**config.mk**
```make
export PLATFORM = sky130hd
export DESIGN_NAME = t1ras_top
export DESIGN_NICKNAME = d
export VERILOG_FILES = /design/src/logic/t1ras_pkg.sv /design/src/logic/t1ras_carrier.sv /design/src/logic/t1ras_top.sv
export SDC_FILE = /design/constraint.sdc
export NUM_CORES = 1
export LEC_CHECK = 0
export BUFFER_PORTS_ARGS = -buffer_cell sky130_fd_sc_hd__buf_4
export CORE_ASPECT_RATIO = 0.7
export CORE_MARGIN = 3
export CORE_UTILIZATION = 30
export DETAILED_ROUTE_END_ITERATION = 7
export GPL_ROUTABILITY_DRIVEN = 0
export HOLD_SLACK_MARGIN = 0.08
export PLACE_DENSITY_LB_ADDON = 0.08
export SLEW_MARGIN = 20
export SYNTH_ARGS = -nofsm -noshare
export SYNTH_HDL_FRONTEND = slang
export SYNTH_HIERARCHICAL = 1
export SYNTH_SLANG_ARGS = --single-unit
```
**constraint.sdc**
```tcl
create_clock -name clk -period 8 [get_ports clk]
set_clock_uncertainty 0.05 [all_clocks]
set_input_delay 2.4 -clock clk [delete_from_list [all_inputs] [get_ports clk]]
set_output_delay 2.4 -clock clk [all_outputs]
set_load 0.01 [all_outputs]
```
**src/logic/t1ras_pkg.sv**
```systemverilog
// constants for the t1 receive alarm and status block
package t1ras_pkg;
    // register offsets on the parallel port
    localparam logic [7:0] RECEIVE_INFO_THREE_ADDR = 8'h10;
    localparam logic [7:0] ALARM_STATUS_ONE_ADDR = 8'h20;
    localparam logic [7:0] EVENT_STATUS_TWO_ADDR = 8'h21;
    localparam logic [7:0] RESET_BYTE = 8'h00;
    // bit positions in receive_info_three
    localparam int RX_LEVEL_HI_BIT = 7;
    localparam int RX_LEVEL_LO_BIT = 6;
    localparam int JITTER_LIMIT_TRIP_BIT = 5;
    localparam int RX_CLOCK_LOST_BIT = 4;
    localparam int FRAMER_CARRIER_LOSS_BIT = 3;
    localparam logic [7:0] INFO3_UNUSED_MASK = 8'h07;
    // alarm bits of alarm_status_one, bits 3..0
    localparam logic [7:0] STAT1_ALARM_MASK = 8'h0F;
    // timing
    localparam int CLK_MHZ = 40;
    localparam int RCLK_LOSS_NS = 3000;
    localparam int RCLK_LOSS_CYC = (RCLK_LOSS_NS * CLK_MHZ) / 1000;
    localparam int TCLK_LOSS_NS = 5200;
    localparam int TCLK_LOSS_CYC = (TCLK_LOSS_NS * CLK_MHZ) / 1000;
    localparam int BLUE_WIN_US = 3000;
    localparam int BLUE_WIN_CYC = BLUE_WIN_US * CLK_MHZ;
    localparam int SEC_BITS = 1544000;
    // detector thresholds
    localparam int CARRIER_ZEROS = 192;
    localparam int CARRIER_ONES = 14;
    localparam int CARRIER_WIN = 112;
    localparam int BLUE_SET_ZEROS = 5;
    localparam int YEL_CHANNELS = 256;
    localparam int YEL_ZEROS = 254;
    localparam logic [15:0] YEL_ESF_PATTERN = 16'h00FF;
    localparam int YEL_ESF_CLEAR = 14;
    localparam int ABORT_ONES = 8;
    localparam int JA_SMALL = 32;
    localparam int JA_LARGE = 128;
    localparam int JA_MARGIN = 4;
endpackage

```
**src/logic/t1ras_carrier.sv**
```systemverilog
// carrier loss detector: zero run sets, ones in a window clear
`timescale 1ns/1ps
module t1ras_carrier (
    input wire logic clk,
    input wire logic nrst,
    input wire logic bit_en,
    input wire logic mark,
    output logic loss
);
    import t1ras_pkg::*;
    logic [7:0] zero_reg;
    logic [6:0] win_reg;
    logic [3:0] ones_reg;
    logic open_reg;

    always_ff @(posedge clk) begin
        if (!nrst) begin
            loss <= 1'b0;
            zero_reg <= 8'h00;
            win_reg <= 7'h00;
            ones_reg <= 4'h0;
            open_reg <= 1'b0;
        end else if (bit_en && !loss) begin
            if (mark) begin
                zero_reg <= 8'h00;
            end else if (zero_reg == 8'(CARRIER_ZEROS - 1)) begin
                loss <= 1'b1; // RULE4 RULE10
                zero_reg <= 8'h00;
                open_reg <= 1'b0;
            end else begin
                zero_reg <= zero_reg + 8'h01;
            end
        end else if (bit_en) begin
            if (!open_reg) begin
                if (mark) begin
                    open_reg <= 1'b1;
                    win_reg <= 7'h01;
                    ones_reg <= 4'h1;
                end
            end else if (ones_reg + 4'(mark) >= 4'(CARRIER_ONES)) begin
                loss <= 1'b0; // RULE4 RULE10
                open_reg <= 1'b0;
            end else begin
                ones_reg <= ones_reg + 4'(mark);
                win_reg <= win_reg + 7'h01;
                if (win_reg == 7'(CARRIER_WIN - 1)) begin
                    open_reg <= 1'b0;
                end
            end
        end
    end
endmodule

```
**src/logic/t1ras_top.sv**
```systemverilog
// t1 receive alarm detection and latched status registers
// Operation
// RULE1: receive level reported in two-bit field
// RULE2: jitter flag when buffer within four bits
// RULE3: receive clock lost after about 3 us
// RULE4: framer carrier loss: 192 zeros, 14/112 clears
// RULE5: low three bits of info three unassigned
// RULE6: blue alarm on five or fewer zeros/3ms
// RULE7: yellow when bit2 zero 254 of 256
// RULE8: yellow on two twelfth framing bits one
// RULE9: esf yellow after sixteen 00FF link patterns
// RULE10: red alarm 192 zeros, 14 of 112 clears
// RULE11: blue detector tolerant, ignores framed all ones
// RULE12: host qualifies blue with sync loss
// RULE13: flags latch until read; alarms persist
// RULE14: mask write selects which bits refresh
// RULE15: alarm change drives interrupt until read
// RULE16: event drives interrupt until flag read
// RULE17: transmit clock lost after 5.2 us
// RULE18: one second tick and link abort detect
`timescale 1ns/1ps
module t1ras_top #(
    parameter int BLUE_WIN = t1ras_pkg::BLUE_WIN_CYC,
    parameter int SEC_LEN = t1ras_pkg::SEC_BITS
) (
    input wire logic clk,
    input wire logic nrst,
    input wire logic rx_clock_in,
    input wire logic rx_positive_in,
    input wire logic rx_negative_in,
    input wire logic tx_clock_in,
    input wire logic cs_n,
    input wire logic rd_n,
    input wire logic wr_n,
    input wire logic [7:0] addr,
    input wire logic [7:0] data_in,
    output logic [7:0] data_out,
    output logic data_oe_n,
    output logic int_n,
    input wire logic [1:0] rx_level,
    input wire logic [7:0] ja_fill,
    input wire logic ja_large,
    input wire logic line_bit_en,
    input wire logic line_mark,
    input wire logic rx_sync_loss,
    input wire logic esf_mode,
    input wire logic yellow_mode_select,
    input wire logic ch_strobe,
    input wire logic ch_bit2,
    input wire logic fbit12_strobe,
    input wire logic fbit12_val,
    input wire logic fdl_strobe,
    input wire logic fdl_bit,
    input wire logic loop_up_detect,
    input wire logic loop_down_detect,
    input wire logic rx_buffer_slip,
    input wire logic rx_multiframe_mark,
    input wire logic tx_multiframe_mark,
    input wire logic rx_link_buffer_full,
    input wire logic tx_link_buffer_empty,
    input wire logic rx_link_match,
    input wire logic rx_signaling_change,
    input wire logic [7:0] imr1,
    input wire logic [7:0] imr2
);
    import t1ras_pkg::*;

    // pin synchronisers: first stage feeds only the second
    logic [22:0] s1_reg, s2_reg;
    logic [6:0] s3_reg;
    always_ff @(posedge clk) begin
        if (!nrst) begin
            s1_reg <= 23'h7FFFFF;
            s2_reg <= 23'h7FFFFF;
            s3_reg <= 7'h7F;
        end else begin
            s1_reg <= {rx_clock_in, rx_positive_in, rx_negative_in,
                tx_clock_in, cs_n, rd_n, wr_n, addr, data_in};
            s2_reg <= s1_reg;
            s3_reg <= s2_reg[22:16];
        end
    end
    logic rclk_edge, tclk_edge, mark, cs_act, rd_fall, wr_fall;
    logic [7:0] a_s, d_s;
    assign rclk_edge = s2_reg[22] && !s3_reg[6];
    assign tclk_edge = s2_reg[19] != s3_reg[3];
    assign mark = s2_reg[21] || s2_reg[20];
    assign cs_act = !s2_reg[18];
    assign rd_fall = cs_act && !s2_reg[17] && s3_reg[1];
    assign wr_fall = cs_act && !s2_reg[16] && s3_reg[0];
    assign a_s = s2_reg[15:8];
    assign d_s = s2_reg[7:0];

    // clock loss timers
    logic [7:0] rtmr_reg, ttmr_reg;
    logic rclk_lost, tclk_lost;
    always_ff @(posedge clk) begin
        if (!nrst) begin
            rtmr_reg <= 8'h00;
            ttmr_reg <= 8'h00;
        end else begin
            if (rclk_edge) rtmr_reg <= 8'h00;
            else if (!rclk_lost) rtmr_reg <= rtmr_reg + 8'h01;
            if (tclk_edge) ttmr_reg <= 8'h00;
            else if (!tclk_lost) ttmr_reg <= ttmr_reg + 8'h01;
        end
    end
    assign rclk_lost = rtmr_reg >= 8'(RCLK_LOSS_CYC); // RULE3
    assign tclk_lost = ttmr_reg >= 8'(TCLK_LOSS_CYC); // RULE17

    // carrier loss detectors
    logic framer_carrier_loss, line_carrier_loss, jitter_limit_trip;
    t1ras_carrier u_framer (.clk(clk), .nrst(nrst), .bit_en(rclk_edge),
        .mark(mark), .loss(framer_carrier_loss));
    t1ras_carrier u_line (.clk(clk), .nrst(nrst), .bit_en(line_bit_en),
        .mark(line_mark), .loss(line_carrier_loss));

    // blue alarm: zeros per fixed window; framing bits keep it quiet
    logic [16:0] btmr_reg;
    logic [2:0] bz_reg;
    logic blue_reg, bwin_end;
    assign bwin_end = btmr_reg == 17'(BLUE_WIN - 1);
    always_ff @(posedge clk) begin
        if (!nrst) begin
            btmr_reg <= 17'h00000;
            bz_reg <= 3'h0;
            blue_reg <= 1'b0;
        end else if (bwin_end) begin
            btmr_reg <= 17'h00000;
            bz_reg <= 3'h0;
            blue_reg <= bz_reg <= 3'(BLUE_SET_ZEROS); // RULE6 RULE11
        end else begin
            btmr_reg <= btmr_reg + 17'h00001;
            if (rclk_edge && !mark && bz_reg != 3'(BLUE_SET_ZEROS + 1))
                bz_reg <= bz_reg + 3'h1;
        end
    end

    // yellow alarm in three modes
    logic [7:0] ych_reg;
    logic [8:0] yz_reg;
    logic f12_reg, yel_reg;
    logic [15:0] fsh_reg, hist_reg, hist_next;
    logic [3:0] fpos_reg;
    logic [4:0] hcount;
    always_comb begin
        hist_next = {hist_reg[14:0], {fsh_reg[14:0], fdl_bit}
            == YEL_ESF_PATTERN};
        hcount = 5'h00;
        for (int i = 0; i < 16; i++) hcount = hcount + 5'(hist_next[i]);
    end
    always_ff @(posedge clk) begin
        if (!nrst) begin
            ych_reg <= 8'h00;
            yz_reg <= 9'h000;
            f12_reg <= 1'b0;
            yel_reg <= 1'b0;
            fsh_reg <= 16'h0000;
            hist_reg <= 16'h0000;
            fpos_reg <= 4'h0;
        end else if (esf_mode) begin
            if (fdl_strobe) begin
                fsh_reg <= {fsh_reg[14:0], fdl_bit};
                fpos_reg <= fpos_reg + 4'h1;
                if (fpos_reg == 4'hF) begin
                    hist_reg <= hist_next;
                    if (hcount == 5'h10) yel_reg <= 1'b1; // RULE9
                    else if (hcount <= 5'(YEL_ESF_CLEAR))
                        yel_reg <= 1'b0; // RULE9
                end
            end
        end else if (yellow_mode_select) begin
            if (fbit12_strobe) begin
                f12_reg <= fbit12_val;
                if (fbit12_val && f12_reg) yel_reg <= 1'b1; // RULE8
                if (!fbit12_val && !f12_reg) yel_reg <= 1'b0; // RULE8
            end
        end else if (ch_strobe) begin
            ych_reg <= ych_reg + 8'h01;
            if (ych_reg == 8'(YEL_CHANNELS - 1)) begin
                yel_reg <= yz_reg + 9'(!ch_bit2) >= 9'(YEL_ZEROS); // RULE7
                yz_reg <= 9'h000;
            end else begin
                yz_reg <= yz_reg + 9'(!ch_bit2);
            end
        end
    end

    // one second tick and link abort
    logic [20:0] sec_reg;
    logic [3:0] ones_reg;
    logic sec_tick, abort_tick;
    always_ff @(posedge clk) begin
        if (!nrst) begin
            sec_reg <= 21'h000000;
            sec_tick <= 1'b0;
            ones_reg <= 4'h0;
            abort_tick <= 1'b0;
        end else begin
            sec_tick <= rclk_edge && sec_reg == 21'(SEC_LEN - 1); // RULE18
            if (rclk_edge)
                sec_reg <= sec_reg == 21'(SEC_LEN - 1) ? 21'h000000
                    : sec_reg + 21'h000001;
            abort_tick <= fdl_strobe && fdl_bit
                && ones_reg == 4'(ABORT_ONES - 1); // RULE18
            if (fdl_strobe)
                ones_reg <= !fdl_bit ? 4'h0 : ones_reg == 4'(ABORT_ONES)
                    ? ones_reg : ones_reg + 4'h1;
        end
    end

    // live status and latches
    logic [7:0] as1_live, es2_live, r3_live, as1_d;
    logic [7:0] as1_lat, es2_lat, r3_lat, as1_hold, es2_hold, r3_hold;
    logic [7:0] m1_reg, m2_reg, m3_reg, p1_reg, p2_reg, p1_set;
    logic [7:0] c1, c2, c3;
    logic [1:0] level_reg;
    assign jitter_limit_trip = ja_fill >= (ja_large
        ? 8'(JA_LARGE - JA_MARGIN) : 8'(JA_SMALL - JA_MARGIN)); // RULE2
    assign as1_live = {loop_up_detect, loop_down_detect, tclk_lost,
        rx_buffer_slip, blue_reg, yel_reg, line_carrier_loss, rx_sync_loss};
    assign es2_live = {rx_multiframe_mark, tx_multiframe_mark, sec_tick,
        rx_link_buffer_full, tx_link_buffer_empty, rx_link_match,
        abort_tick, rx_signaling_change};
    assign r3_live = {level_reg, jitter_limit_trip, rclk_lost,
        framer_carrier_loss, 3'b000};
    assign c1 = (rd_fall && a_s == ALARM_STATUS_ONE_ADDR)
        ? m1_reg & as1_hold : 8'h00;
    assign c2 = (rd_fall && a_s == EVENT_STATUS_TWO_ADDR)
        ? m2_reg & es2_hold : 8'h00;
    assign c3 = (rd_fall && a_s == RECEIVE_INFO_THREE_ADDR)
        ? m3_reg & r3_hold : 8'h00;
    assign p1_set = ((as1_live ^ as1_d) & STAT1_ALARM_MASK)
        | (as1_live & ~STAT1_ALARM_MASK);

    always_ff @(posedge clk) begin
        if (!nrst) begin
            level_reg <= 2'b00;
            as1_d <= RESET_BYTE;
            as1_lat <= RESET_BYTE;
            es2_lat <= RESET_BYTE;
            r3_lat <= RESET_BYTE;
        end else begin
            level_reg <= rx_level; // RULE1
            as1_d <= as1_live;
            as1_lat <= (as1_lat & ~c1) | as1_live; // RULE13
            es2_lat <= (es2_lat & ~c2) | es2_live; // RULE13
            r3_lat <= (r3_lat & ~c3) | r3_live; // RULE13
        end
    end

    // mask write refreshes only selected bits of the read copy
    always_ff @(posedge clk) begin
        if (!nrst) begin
            m1_reg <= RESET_BYTE;
            m2_reg <= RESET_BYTE;
            m3_reg <= RESET_BYTE;
            as1_hold <= RESET_BYTE;
            es2_hold <= RESET_BYTE;
            r3_hold <= RESET_BYTE;
        end else if (wr_fall) begin
            case (a_s)
                ALARM_STATUS_ONE_ADDR: begin
                    m1_reg <= d_s;
                    as1_hold <= (as1_hold & ~d_s) | (as1_lat & d_s); // RULE14
                end
                EVENT_STATUS_TWO_ADDR: begin
                    m2_reg <= d_s;
                    es2_hold <= (es2_hold & ~d_s) | (es2_lat & d_s); // RULE14
                end
                RECEIVE_INFO_THREE_ADDR: begin
                    m3_reg <= d_s;
                    r3_hold <= (r3_hold & ~d_s)
                        | {r3_lat[7:3], 3'b000} & d_s; // RULE14 RULE5
                end
                default: begin
                end
            endcase
        end
    end

    // read port and interrupt
    always_ff @(posedge clk) begin
        if (!nrst) begin
            data_out <= RESET_BYTE;
            data_oe_n <= 1'b1;
            p1_reg <= RESET_BYTE;
            p2_reg <= RESET_BYTE;
            int_n <= 1'b1;
        end else begin
            data_oe_n <= !(cs_act && !s2_reg[17]);
            if (rd_fall) begin
                case (a_s)
                    ALARM_STATUS_ONE_ADDR: data_out <= as1_hold;
                    EVENT_STATUS_TWO_ADDR: data_out <= es2_hold;
                    RECEIVE_INFO_THREE_ADDR: data_out <= r3_hold; // RULE5
                    default: data_out <= RESET_BYTE;
                endcase
            end
            p1_reg <= (p1_reg & ~c1) | p1_set; // RULE15 RULE16
            p2_reg <= (p2_reg & ~c2) | es2_live; // RULE16
            int_n <= ~|((p1_reg & imr1) | (p2_reg & imr2)); // RULE15 RULE16
        end
    end
endmodule

```
==> impl_metrics.json <==
{
  "grt_pass1_vias": 9548,
  "postCtsHoldBufs": 0,
  "dieArea_um2": 44810,
  "cts_buffers": 34,
  "fmax_ghz": 0.1615,
  "num_rows": 62,
  "ys_ff_latch": 307,
  "swShare": 0.2190,
  "grt_setup_unrepaired": "false",
  "seq_area_frac_synth": 0.4847,
  "crit_top_cell": "fa_1",
  "dp_hpwl_mm": 20.98,
  "core-area_um2": 41350,
  "setup_viol": 0,
  "outcome": "completed",
  "critPathMaxFanout": 7,
  "irDropWorstVdd_mv": 0.1211,
  "switchingPower_w": 0.0007415,
  "period_share": 0.7740,
  "relSlewSlack": 0.2881,
  "report.final.slew_viol_count": 0,
  "cts_buffer_depth": 3,
  "dp_slack_ns": 1.296,
  "insertion_delay_ns": 0.52,
  "critPathRequiredTime_ns": 8.35,
  "cts_resized": 0,
  "clkTransAtPathRegs_ns": 0.06,
  "drc": 0,
  "antenna_found_initial": 0,
  "first_iter_violations": 523,
  "slowest_stage": "fa_1",
  "ant_nets": 0,
  "fin_crit_ns": 6.192,
  "async_flop_share": 0,
  "antenna_cells": 0,
  "via_count": 9959,
  "grt_max_degree": 99,
  "synthTopCellsByCount": "dfxtp_1, nand2_1, nor2_1",
  "rr_startpoint": "fsh_reg[8]",
  "drive_gt1_frac": 0.1089,
  "worst_slew_pin_slew_ns": 1.068,
  "synth-edff-count": 0,
  "critPathKind": "in2reg",
  "crit_end": "yel_reg",
  "setup_ws_ns": 1.808,
  "hold_viol_final": 0,
  "r2r_slack_ns": 3.05,
  "r2r_cells": 18,
  "syn_inst": 1451,
  "cts_setup_buffers": 0,
  "clockPowerShare": 0.498,
  "synth.distinct_cells": 65,
  "setup.worst_path.end_class": "flop",
  "syn-cell-area_um2": 12680,
  "grt_use_total": 0.1384,
  "nNetsFinal": 1639,
  "cts.sinks": 307,
  "power_density_nw_per_um2": 225.2,
  "hp-class": "reg2reg",
  "fin_tns_setup_ns": 0,
  "yosys_most_used_dff": "dfxtp_1",
  "cts_tree": "yes",
  "avgViaCountPerCell": 4.751,
  "areaGrowthSynthToFinish_pct": 18.56,
  "cp-startpoint": "fdl_bit",
  "drv_cap": 0,
  "yosysMostFrequentCell": "dfxtp_1",
  "slowest_delay_ns": 0.54,
  "worst-path-stages": 18,
  "syn_nets": 1563,
  "p_int_w": 0.002645,
  "p_seq_frac": 0.467,
  "io_buffers": 79,
  "synth_top_area_share": 0.4847,
  "crit_path_cell_trace": "buf_4 > nand4_1 > nor3_1 > fa_1 > inv_1 > fa_1 > inv_1 > fa_1 > inv_1 > fa_1 > inv_1 > ha_1 > fa_1 > xnor2_1 > nor2_1 > a211oi_1 > a211oi_1 > o311a_1",
  "p_leak_nw": 5.551,
  "power_frac_comb": 0.035,
  "wirelength_mm": 30.85,
  "cts_root_buf": "clkbuf_16",
  "wl_per_cell_um": 14.72,
  "critPathBufInv": 5,
  "syn_avg_cell_area_um2": 8.739,
  "path_delay_family": "adder cells",
  "die_y_um": 178.0,
  "cts_max_level": 2,
  "nFillCells": 4300,
  "die_w_um": 251.7,
  "grt_pass1_wl_mm": 50.38,
  "arrival_ns": 6.55,
  "firstDrtPassIters": 5,
  "start_util": 0.3067,
  "synth_warnings": 6,
  "overflow": 0,
  "ys_top_cells_by_area": "dfxtp_1, a21oi_1, nand2_1",
  "start_kind": "input port",
  "io-pin-count": 82,
  "synth_top_area_cell": "dfxtp_1",
  "rr_endpoint": "yel_reg"
}
power by group through the flow:
stage	combinational, W	sequential, W	clock, W
3_3_place_gp	0.000122	0.00161	0
3_5_place_dp	0.000123	0.00161	0
5_1_grt	0.000136	0.00158	0.00181
2_1_floorplan	0.0000687	0.00160	0
4_1_cts	0.000124	0.00158	0.00175
6_report	0.000120	0.00158	0.00169
cell usage in the layout, fill, tap and decap left out, drive strengths merged, types with 7 or more instances in the layout:
master	synthesis	layout
a21oi	143	143
a22o	7	7
a22oi	9	9
a31oi	13	13
and2	12	12
and3	20	20
and4	8	8
buf	11	90
clkbuf	39	41
clkinv	0	10
dfxtp	307	307
fa	10	10
ha	30	30
inv	55	56
mux2i	12	12
nand2	191	191
nand2b	63	63
nand3	82	82
nand4	36	36
nor2	158	158
nor2b	7	7
nor3	13	13
nor4	10	10
o21ai	52	52
or2	7	7
xnor2	47	47
xor2	39	39
per-stage QoR:
step           utilization  area [µm²]  std cells  hold slack, ns  power, W
6_report            0.3636       15030       2096          0.3547  0.003386
5_1_grt             0.3636       15030       2096          0.3755  0.003527
4_1_cts             0.3636       15030       2096          0.3569  0.003455
3_5_place_dp        0.3344       13830       2035          0.3418  0.001738
3_3_place_gp        0.3344       13830       2035          0.3431  0.001737
2_1_floorplan            -       12680       1451          0.3363  0.001673
worst min path at each step:
stage / start / to / cells past startpoint
after floorplan: s1_reg[0] / s2_reg[0] / 1
after global placement: s1_reg[10] / s2_reg[10] / 1
after detailed placement: s1_reg[8] / s2_reg[8] / 1
after CTS: s1_reg[8] / s2_reg[8] / 1
after global routing: s1_reg[17] / s2_reg[17] / 1
final: s1_reg[8] / s2_reg[8] / 1
worst register-to-register path: cells and delay by family (launching register included):
kind,cells,cell delay (ns)
adders and majority gates,6,2.25
DFF,1,0.32
and+or+nand+nor,4,1.04
buffers and inverters,4,0.19
AOI/OAI and AO/OA,3,0.75
xor gates and xnor gates,1,0.25
kinds of logic (layout without fill, tap and decap cells):
logic type,Yosys count,after routing,synth area share
AO/OA/AOI/OAI,263,263,0.1205
XOR/XNOR,86,86,0.05940
adder cells (fa/ha/maj),40,40,0.04539
buffers and inverters,105,206,0.03414
flip-flops,307,307,0.4847
multiplexers,12,12,0.009473
AND/OR/NAND/NOR,638,638,0.2464
layer usage:
layer | GRT usage | vias up | part of all wire
met5 | 0 | - | 0
met4 | 0.03357 | 0 | 0.016
met3 | 0.02638 | 41 | 0.038
met2 | 0.2090 | 149 | 0.42
met1 | 0.2029 | 4649 | 0.52
li1 | - | 5120 | -
cell type report:
type / count / area (µm²) / area share
multi-input cells: 1039 / 6115 / 0.4067
well taps: 544 / 680.7 / 0.04528
inverters: 55 / 209.0 / 0.01390
repair buffers: 90 / 675.6 / 0.04494
clock buffers: 41 / 938.4 / 0.06242
flip-flops and latches: 307 / 6146 / 0.4088
clock inverters: 20 / 269.0 / 0.01789
Note: power is estimated with default switching activity, not from simulation.
